[src/rtsq_pkg.sv]
/*
  rtsq_pkg: constants shared by the tag transmit sequencer.
  Assumes a single 100 MHz on-board oscillator clock, free running
  and unrelated to the reader carrier.
*/
package rtsq_pkg;

  // clock
  localparam int unsigned CLK_PERIOD_NS = 10;
  localparam int unsigned CLK_PER_US = 1000 / CLK_PERIOD_NS;

  // manchester half bit, 7 us, two halves make one 14 us bit
  localparam int unsigned HALF_BIT_NS = 7000;
  localparam int unsigned HALF_BIT_CYC_INT = HALF_BIT_NS / CLK_PERIOD_NS;
  localparam int unsigned DIV_W = 10;
  localparam logic [DIV_W-1:0] HALF_BIT_LAST =
    DIV_W'(HALF_BIT_CYC_INT - 1);

  // frame
  localparam int unsigned FRAME_BITS = 154;
  localparam int unsigned IDX_W = 8;
  localparam logic [IDX_W-1:0] FIRST_IDX = 8'h00;
  localparam logic [IDX_W-1:0] LAST_IDX = IDX_W'(FRAME_BITS - 1);

  // sleep, nominal 100 ms
  localparam int unsigned SLEEP_MS = 100;
  localparam int unsigned SLEEP_CYC_NOM = SLEEP_MS * 1000 * CLK_PER_US;
  localparam int unsigned SLP_W = 24;

  // two-entry buffer
  localparam int unsigned BUF_DEPTH = 2;
  localparam int unsigned BUF_CNT_W = 2;
  localparam logic [BUF_CNT_W-1:0] BUF_FULL = BUF_CNT_W'(BUF_DEPTH);
  localparam logic [BUF_CNT_W-1:0] BUF_EMPTY = 2'h0;

  // gate levels
  localparam logic GATE_CLOAK = 1'b1;

  typedef enum logic [2:0] {
    ST_LOAD  = 3'h1,
    ST_SEND  = 3'h2,
    ST_SLEEP = 3'h4
  } rtsq_state_type;

endpackage : rtsq_pkg

[src/rtsq_sequencer.sv]
/*
  rtsq_sequencer: reads the 154-bit code word serially, passes it
  through a two-entry buffer, manchester-encodes it onto the
  modulation gate, then holds the gate on (cloaked) for the sleep time
  and starts over. Assumes code_word is static and in the clk domain.
*/
// Functional notes
// RL1 - bit rate 70 kHz from own clock
// RL2 - timing independent of reader carrier
// RL3 - every sent bit is manchester coded
// RL4 - frame is all 154 bits back to back
// RL5 - sleep about 100 ms after last bit
// RL6 - gate on when modulation high
// RL7 - gate off when modulation low
// RL8 - gate held on throughout sleep
// RL9 - frames and sleeps alternate while powered
// RL10 - reader decodes high envelope as cloaked
// RL11 - one low-high, zero high-low, 7 us halves
// RL12 - bits read serially from the array
// RL13 - each frame starts at bit zero, in order
`timescale 1ns/100ps
module rtsq_sequencer
  import rtsq_pkg::*;
#(
  parameter int unsigned SLEEP_CYC = SLEEP_CYC_NOM,
  parameter int unsigned HALF_CYC = HALF_BIT_CYC_INT
) (
  input wire logic clk,
  input wire logic rst,
  input wire logic [FRAME_BITS-1:0] code_word,
  output logic mod_gate,
  output logic sleeping
);

  localparam logic [SLP_W-1:0] SLEEP_LAST = SLP_W'(SLEEP_CYC - 1);
  // half-bit length, default 7 us; a bench may shorten it
  localparam logic [DIV_W-1:0] HALF_LAST = DIV_W'(HALF_CYC - 1);

  rtsq_state_type state_reg;
  logic [DIV_W-1:0] div_reg;
  logic [SLP_W-1:0] slp_reg;
  logic [IDX_W-1:0] rd_idx_reg;
  logic rd_act_reg;
  logic [IDX_W-1:0] sent_reg;
  logic half_reg;
  logic cur_bit_reg;
  logic gate_reg;
  logic [BUF_DEPTH-1:0] buf_mem_reg;
  logic buf_wr_reg;
  logic buf_rd_reg;
  logic [BUF_CNT_W-1:0] buf_cnt_reg;

  logic half_tick;
  logic sleep_done;
  logic in_valid;
  logic in_ready;
  logic in_bit;
  logic out_valid;
  logic out_ready;
  logic out_bit;
  logic push;
  logic pop;
  logic last_bit;

  // first half carries the inverse, second half the bit itself
  function automatic logic manch_level(input logic bit_val,
                                       input logic second_half);
    manch_level = second_half ? bit_val : ~bit_val;
  endfunction : manch_level

  // half-bit enable from the local oscillator only
  assign half_tick = (state_reg == ST_SEND) &&
                     (div_reg == HALF_LAST); // RL1 RL2
  assign sleep_done = (state_reg == ST_SLEEP) && (slp_reg == SLEEP_LAST);
  assign last_bit = (sent_reg == LAST_IDX);

  // serial array reader
  assign in_valid = rd_act_reg;
  assign in_bit = code_word[rd_idx_reg]; // RL12
  assign push = in_valid && in_ready;

  // two-entry buffer
  assign in_ready = (buf_cnt_reg != BUF_FULL);
  assign out_valid = (buf_cnt_reg != BUF_EMPTY);
  assign out_bit = buf_mem_reg[buf_rd_reg];
  assign pop = out_valid && out_ready;
  assign out_ready = ((state_reg == ST_LOAD) ||
                      (half_tick && half_reg && !last_bit));

  assign mod_gate = gate_reg;
  assign sleeping = (state_reg == ST_SLEEP);

  // reader: restart at bit zero on power-up and on every wake
  always_ff @(posedge clk or posedge rst) begin
    if (rst) begin
      rd_idx_reg <= FIRST_IDX;
      rd_act_reg <= 1'b1;
    end else if (sleep_done) begin
      rd_idx_reg <= FIRST_IDX; // RL13
      rd_act_reg <= 1'b1;
    end else if (push) begin
      if (rd_idx_reg == LAST_IDX) begin
        rd_act_reg <= 1'b0;
      end else begin
        rd_idx_reg <= rd_idx_reg + 8'h01; // RL13
      end
    end
  end

  // buffer storage and pointers
  always_ff @(posedge clk or posedge rst) begin
    if (rst) begin
      buf_mem_reg <= '0;
      buf_wr_reg <= 1'b0;
      buf_rd_reg <= 1'b0;
      buf_cnt_reg <= BUF_EMPTY;
    end else begin
      if (push) begin
        buf_mem_reg[buf_wr_reg] <= in_bit;
        buf_wr_reg <= ~buf_wr_reg;
      end
      if (pop) begin
        buf_rd_reg <= ~buf_rd_reg;
      end
      if (push && !pop) begin
        buf_cnt_reg <= buf_cnt_reg + 2'h1;
      end else if (pop && !push) begin
        buf_cnt_reg <= buf_cnt_reg - 2'h1;
      end
    end
  end

  // half-bit divider, restarted at each frame start
  always_ff @(posedge clk or posedge rst) begin
    if (rst) begin
      div_reg <= '0;
    end else if (state_reg != ST_SEND || half_tick) begin
      div_reg <= '0;
    end else begin
      div_reg <= div_reg + 10'h001;
    end
  end

  // sleep timer
  always_ff @(posedge clk or posedge rst) begin
    if (rst) begin
      slp_reg <= '0;
    end else if (state_reg != ST_SLEEP || sleep_done) begin
      slp_reg <= '0;
    end else begin
      slp_reg <= slp_reg + 24'h000001; // RL5
    end
  end

  // sequencer and encoder
  always_ff @(posedge clk or posedge rst) begin
    if (rst) begin
      state_reg <= ST_LOAD;
      sent_reg <= FIRST_IDX;
      half_reg <= 1'b0;
      cur_bit_reg <= 1'b0;
      gate_reg <= GATE_CLOAK;
    end else begin
      unique case (state_reg)
        ST_LOAD: begin
          gate_reg <= GATE_CLOAK;
          if (pop) begin
            state_reg <= ST_SEND;
            sent_reg <= FIRST_IDX;
            half_reg <= 1'b0;
            cur_bit_reg <= out_bit;
            gate_reg <= manch_level(out_bit, 1'b0); // RL3 RL6 RL7 RL11
          end
        end
        ST_SEND: begin
          if (half_tick && !half_reg) begin
            half_reg <= 1'b1;
            gate_reg <= manch_level(cur_bit_reg, 1'b1); // RL3 RL6 RL7 RL11
          end else if (half_tick && last_bit) begin
            state_reg <= ST_SLEEP; // RL4 RL5
            gate_reg <= GATE_CLOAK; // RL8
          end else if (half_tick) begin
            sent_reg <= sent_reg + 8'h01; // RL4
            half_reg <= 1'b0;
            cur_bit_reg <= out_bit;
            gate_reg <= manch_level(out_bit, 1'b0); // RL3 RL11
          end
        end
        ST_SLEEP: begin
          gate_reg <= GATE_CLOAK; // RL8
          if (sleep_done) begin
            state_reg <= ST_LOAD; // RL9
          end
        end
      endcase
    end
  end

  // cycles since the last half boundary, checked below
  logic [DIV_W-1:0] seg_cnt_reg;
  always_ff @(posedge clk or posedge rst) begin
    if (rst) begin
      seg_cnt_reg <= '0;
    end else if (state_reg != ST_SEND || half_tick) begin
      seg_cnt_reg <= '0;
    end else begin
      seg_cnt_reg <= seg_cnt_reg + 10'h001;
    end
  end

  a_half_period: assert property ( // RL1
    @(posedge clk) disable iff (rst)
    (state_reg == ST_SEND && $changed(gate_reg) && $past(state_reg) ==
      ST_SEND) |-> $past(seg_cnt_reg) == HALF_LAST)
    else $error("half bit length wrong");

  a_manch_first: assert property ( // RL3
    @(posedge clk) disable iff (rst)
    (state_reg == ST_SEND && !half_reg) |-> gate_reg == ~cur_bit_reg)
    else $error("first half level wrong");

  a_manch_second: assert property ( // RL11
    @(posedge clk) disable iff (rst)
    (half_tick && !half_reg) |=> gate_reg == cur_bit_reg && half_reg)
    else $error("second half level wrong");

  a_frame_len: assert property ( // RL4
    @(posedge clk) disable iff (rst)
    (state_reg == ST_SEND ##1 state_reg == ST_SLEEP) |->
      $past(sent_reg) == LAST_IDX)
    else $error("frame not 154 bits");

  a_sleep_cloaked: assert property ( // RL8
    @(posedge clk) disable iff (rst)
    (state_reg == ST_SLEEP) |-> mod_gate && sleeping)
    else $error("gate off during sleep");

  a_sleep_length: assert property ( // RL5
    @(posedge clk) disable iff (rst)
    (state_reg == ST_SLEEP ##1 state_reg == ST_LOAD) |->
      $past(slp_reg) == SLEEP_LAST)
    else $error("sleep length wrong");

  a_wake_resend: assert property ( // RL9
    @(posedge clk) disable iff (rst)
    sleep_done |=> state_reg == ST_LOAD ##[1:4] state_reg == ST_SEND)
    else $error("no frame after wake");

  a_first_bit: assert property ( // RL13
    @(posedge clk) disable iff (rst)
    (state_reg == ST_LOAD && pop) |-> out_bit == code_word[0])
    else $error("frame not started at bit zero");

  a_read_serial: assert property ( // RL12
    @(posedge clk) disable iff (rst)
    (push && rd_idx_reg != LAST_IDX) |=> rd_idx_reg == $past(rd_idx_reg)
      + 8'h01)
    else $error("array not read in order");

  a_buf_bound: assert property (
    @(posedge clk) disable iff (rst)
    buf_cnt_reg <= BUF_FULL && !(pop && !out_valid))
    else $error("buffer overflow or underflow");

endmodule : rtsq_sequencer

[config.mk]
export PLATFORM = sky130hd
export DESIGN_NAME = rtsq_sequencer
export DESIGN_NICKNAME = d
export VERILOG_FILES = /design/src/rtsq_pkg.sv /design/src/rtsq_sequencer.sv
export SDC_FILE = /design/constraint.sdc
export NUM_CORES = 1
export LEC_CHECK = 0
export BUFFER_PORTS_ARGS = -buffer_cell sky130_fd_sc_hd__buf_2
export CORE_ASPECT_RATIO = 1.5
export CORE_UTILIZATION = 42
export DETAILED_ROUTE_END_ITERATION = 8
export PLACE_DENSITY = 0.69
export SLEW_MARGIN = 20
export SYNTH_ARGS = -nofsm -noshare
export SYNTH_HDL_FRONTEND = slang
export SYNTH_SLANG_ARGS = --single-unit
export TNS_END_PERCENT = 1
[constraint.sdc]
create_clock -name clk -period 4.8 [get_ports clk]
set_input_delay 0.96 -clock clk [delete_from_list [all_inputs] [get_ports clk]]
set_output_delay 0.96 -clock clk [all_outputs]
set_load 0.01 [all_outputs]
==> metrics, run 1 <==
register bit total from synthesis=63; Die ar.=10900 sq um; DP HPWL=8.92 mm; clock-pin slew on the worst setup and hold paths=0.05 ns; Total Routing Usage GR=21.9%; worst reg2reg path depth=7; Initial Utilization=43.4%; post-synth top area share=34.1%; Die Y=127 um; clock skew=0.00724 ns; delay of the slowest critical-path stage=0.67 ns; final slew viol count=0; antenna violations before repair=0; worst slew pin tran=0.906 ns; sequential area share after synthesis=35.9%; Post-synth EDFFs=0; worst vdd ir=0.000123 V; deepest clock path buffer count=2; later-pin clock latency in the skew report=0.33 ns; Critical Path Slowest Stage Cell=dfrtp_2; Worst Hold Depth=1; max_cap viols=0; Routed Antenna Nets=0; worst-path cell chain=buf_4 -> mux4_2 -> mux2i_1 -> nor2_1 -> a211o_1 -> o311ai_2 -> a21oi_1; Hold-fix buffers, CTS=0; Mapped Avg Cell Area=10.6 sq um; # DRC=0; async set-reset flop share out of synthesis=100%; vias in the first global route=3990; Final Hold Fails=0; Setup-failing EPs final=0; Post-DP Area=5220 sq um; Min-Delay Path Class=flop to flop; Routed wire per std cell=16.7 um; Ports=158; Netlist cell types=58; post-route design area=5500 sq um; Worst EP required=5.00 ns; post-synth top area cell=dfrtp_1; RSZ-0062 raised after global routing=false; post-CTS resize count=0; Mapped Cells=416; total grt overflow=0; Cell Pwr Density=225 nW/um^2; Slew headroom=39.6%; CTS tree=yes; Synth Warn #=0; drt pass-1 iters=4; setup bufs post-CTS=0; Rows=45; vias=3875; Critical Path Source Type=flop; CTS H-tree lvls=3; status=finished clean; Synth Cell Area=4400 sq um; Core ar.=10100 sq um; I/O Buffers=157; Post-synth top cells=nor2_1 (69), dfrtp_1 (60), mux4_2 (33); Area Growth Syn to Fin=25.0%; leakage=2.46 nW; CP Max Fanout=25; Final Core Density=54.2%; largest net degree at the start of global routing=44; Via density=5.64; CP Class=flop to flop; most common cell in the synthesized netlist=nor2_1; main flop type after synthesis=dfrtp_1; top post-synthesis cells by area=dfrtp_1 (34%), mux4_2 (17%), nor2_1 (5.9%); first-pass GRT wire length=18.6 mm; fin crit period=2.86 ns; CP endpoint kind=flop; final period utilization=59.6%; Arr. time, crit path=3.06 ns; GP Congestion=0.880; TritonCTS Buffers=9; final setup TNS=0 ns; layout cells sized above 1=38.6%; Die X=85.6 um; Max Clock Freq=0.350 GHz; total power=0.00124 W; clk sinks=63; Syn Nets=579; Antenna diodes=0; wirelength, routed=11.5 mm; initial drt markers=187; clock tree root driver cell=clkbuf_16; nets@finish=728; Largest register FFs=24
[cell families (layout without fill, tap and decap cells)]
| logic type | Yosys count | in the layout | synth area share [%] |
|---|---|---|---|
| AO/OA/AOI/OAI | 40 | 40 | 6.49 |
| XOR/XNOR | 48 | 48 | 9.56 |
| adder cells (fa/ha/maj) | 7 | 7 | 1.99 |
| flip-flops | 63 | 63 | 35.9 |
| AND/OR/NAND/NOR | 178 | 178 | 19.6 |
| multiplexers | 48 | 48 | 22.6 |
| buffers and inverters | 32 | 186 | 3.81 |
[report_power, final]
part	total, W	switching (W)	internal [W]
clock	0.000597	0.000224	0.000373
combinational	0.000107	0.0000381	0.0000686
sequential	0.000532	0	0.000532
[routing by layer]
| layer | GRT usage (%) | routed length (um) | vias to the layer above | share of wire, % |
|---|---|---|---|---|
| met1 | 25.2 | 4460 | 1860 | 39 |
| met4 | 10.9 | 383 | 0 | 3.3 |
| met3 | 3.29 | 527 | 29 | 4.6 |
| met5 | 0 | 0 | - | 0 |
| met2 | 39.2 | 6100 | 162 | 53 |
| li1 | - | - | 1824 | - |
[cell type report]
type,instances,area [sq um]
fill,931,4640
sequential,63,1580
timing repair buffer,159,801
inverter,11,41.3
multi-input combinational,321,2650
clock inverter,4,20.0
tap,117,146
clock buffer,12,256
[placed cells by master, fill, tap and decap left out, types with 3 or more instances in the layout]
cell         n
a21oi_1      9
a22oi_1      5
and2_1       3
and3_1       9
and4_1       3
buf_2      157
clkbuf_16    9
clkinv_2     4
dfrtp_1     58
dfstp_2      3
ha_1         7
inv_1        9
mux2i_1      7
mux4_1       6
mux4_2      33
nand2_1     28
nand2b_1     3
nand3_1     26
nand4_1     11
nor2_1      69
nor3_1       7
nor4_1       4
o21ai_0      5
xnor2_1     23
xor2_1      25
[stage by stage]
stage | setup slack [ns] | cells | hold slack [ns]
detailed placement | 1.95 | 671 | 0.454
global route | 1.72 | 687 | 0.491
floorplan | 2.28 | 416 | 0.433
global placement | 1.96 | 671 | 0.449
finish | 1.94 | 687 | 0.454
CTS | 1.93 | 687 | 0.460
[critical path: cells and delay by family, from the launching register on]
family / cells / cell delay, ns
compound gates: 3 / 0.73
buf+inv: 1 / 0.49
flops: 1 / 0.67
mux: 2 / 0.73
simple gates: 1 / 0.09
[final timing paths]
check,endpoint,start,slack (ns)
worst max-delay path,buf_mem_reg[0],rd_idx_reg[0],1.94
min in group asynchronous,slp_reg[2],rst,0.71
max in group asynchronous,mod_gate,rst,3.18
worst min-delay path,div_reg[0],div_reg[0],0.45
worst max register to register,buf_mem_reg[0],rd_idx_reg[0],1.94
worst min register to register,div_reg[0],div_reg[0],0.45
Power figures use the tool's default switching activity.
==> inputs of run 2 (changes only) <==
Settings changed: PLACE_DENSITY 0.69 to 0.72.
Clock period 4.8 ns to 2.4 ns, I/O delays scaled along.
==> run 2 against run 1 <==
Cell count is 2.6% higher. Register-to-register slack worse by 1.9 ns. Non-clock buffer count is 18 higher. Sequential cell count stayed put. Hold slack worse by 0.34 ns. Sequential share of layout area is 1.4 points lower. Combinational power is 100% higher. Count of clock-buffer cells in the layout is 2 lower. Critical path type unchanged.
==> metrics, run 2 (synthesis gave the netlist of run 1 again) <==
Initial Utilization=43.4%; antenna violations before repair=0; min setup slack post-route=0.0765 ns; final setup TNS=0 ns; Die X=85.6 um; Via density=5.68; largest net degree at the start of global routing=37; drt pass-1 iters=5; Arr. time, crit path=2.53 ns; first-pass GRT wire length=19.1 mm; worst vdd ir=0.000305 V; status=finished clean; Post-Place Setup Slack=-0.00869 ns; final slew viol count=0; Core ar.=10100 sq um; leakage=2.60 nW; CTS tree=yes; total grt overflow=0; later-pin clock latency in the skew report=0.34 ns; Die ar.=10900 sq um; clock tree root driver cell=clkbuf_16; Rows=45; Worst Hold Slack=0.113 ns; Antenna diodes=0; fill count=894; Largest register FFs=24; CTS H-tree lvls=3; Setup-failing EPs final=0; # DRC=0; fin crit period=2.32 ns; Slew headroom=66.1%; deepest clock path buffer count=2; layout cells sized above 1=40.8%; Routed Antenna Nets=0; multi-input logic area=2660 sq um; Worst EP required=2.61 ns; DP HPWL=9.39 mm; Total Routing Usage GR=22.8%; Min-Delay Path Class=primary input to async pin; clock-pin slew on the worst setup and hold paths=0.06 ns; TritonCTS Buffers=9; vias in the first global route=4121; CP endpoint kind=flop; Final Core Density=57.0%; Area Growth Syn to Fin=31.2%; I/O Buffers=157; post-route design area=5770 sq um; worst setup path start=rd_idx_reg[0]; Die Y=127 um; initial drt markers=166; Post-DP Area=5400 sq um; vias=4004; wirelength, routed=11.8 mm; GP Congestion=0.921; worst slew pin tran=0.508 ns; Reg-to-Reg Start=rd_idx_reg[0]; CP Class=flop to flop; Ports=158; nets@finish=746; clk sinks=63; Critical Path Source Type=flop; Reg area=1580 sq um; leading cell types in the layout, fill and taps excluded=buf_2 (157), nor2_1 (69), dfrtp_1 (58); CP Max Fanout=9; final period utilization=96.8%; Hold-fix buffers, CTS=0; commonest non-fill, non-tap cell in the layout=buf_2; max_cap viols=0; Cell Pwr Density=484 nW/um^2; RSZ-0062 raised after global routing=true; clock skew=0.00778 ns; Max Clock Freq=0.430 GHz; Routed wire per std cell=16.8 um; Final Hold Fails=0
[run 2: changes by cell type in the layout (fill, tap and decap cells not counted), sizes merged]
cell / previous run / this run
buf: 159 / 177
clkinvlp: 0 / 1
bufinv: 0 / 3
clkbuf: 12 / 10
clkinv: 5 / 3
[run 2: stage by stage]
step | instances | power [W]
floorplan | 416 | 0.00116
global placement | 688 | 0.00130
detailed placement | 688 | 0.00130
CTS | 705 | 0.00283
global route | 705 | 0.00288
finish | 705 | 0.00279
[run 2: routing by layer]
layer	vias up	part of all wire (%)	global-route usage [%]
met5	-	0	0
met4	0	3.2	12.7
met3	32	5.5	2.78
met2	169	53	40.2
met1	1932	38	26.7
li1	1871	-	-
[run 2: area by class of cell]
cell class              count  share of cell area, %
multi-input cells         321                   46.0
flip-flops and latches     63                   27.4
repair buffers            177                   17.3
clock buffers              10                   4.14
well taps                 117                   2.54
clock inverters             6                   1.86
inverters                  11                  0.715
[run 2: critical path, cell delays in order (launching register included)]
cell and delay (ns):
dfrtp_2 0.44, buf_12 0.15, mux4_1 0.55, a22oi_1 0.21, nand3_1 0.15, a211o_1 0.33, o311ai_2 0.25, a21oi_1 0.10
[run 2: worst paths after layout]
path	slack, ns	to	cells after the start
setup reg to reg	0.08	buf_mem_reg[1]	7
hold reg to reg	0.48	div_reg[0]	1
setup / recovery	0.08	buf_mem_reg[1]	7
min in group clk	0.48	div_reg[0]	1
max in group asynchronous	1.70	mod_gate	3
hold / removal	0.11	rd_idx_reg[6]	2
[run 2: timing repair]
item / CTS / global route
endpoints found under the hold margin: 0 / 0
gates cloned: 0 / 0
pin swaps: 0 / 1
buffers inserted: 1 / 0
endpoints found under the setup margin: 2 / 4
resized for setup: 0 / 1
[run 2: power breakdown]
part	total, W	internal, W	switching [W]
Combinational	0.000218	0.000141	0.0000770
Sequential	0.00106	0.00106	0
Clock	0.00151	0.00104	0.000472
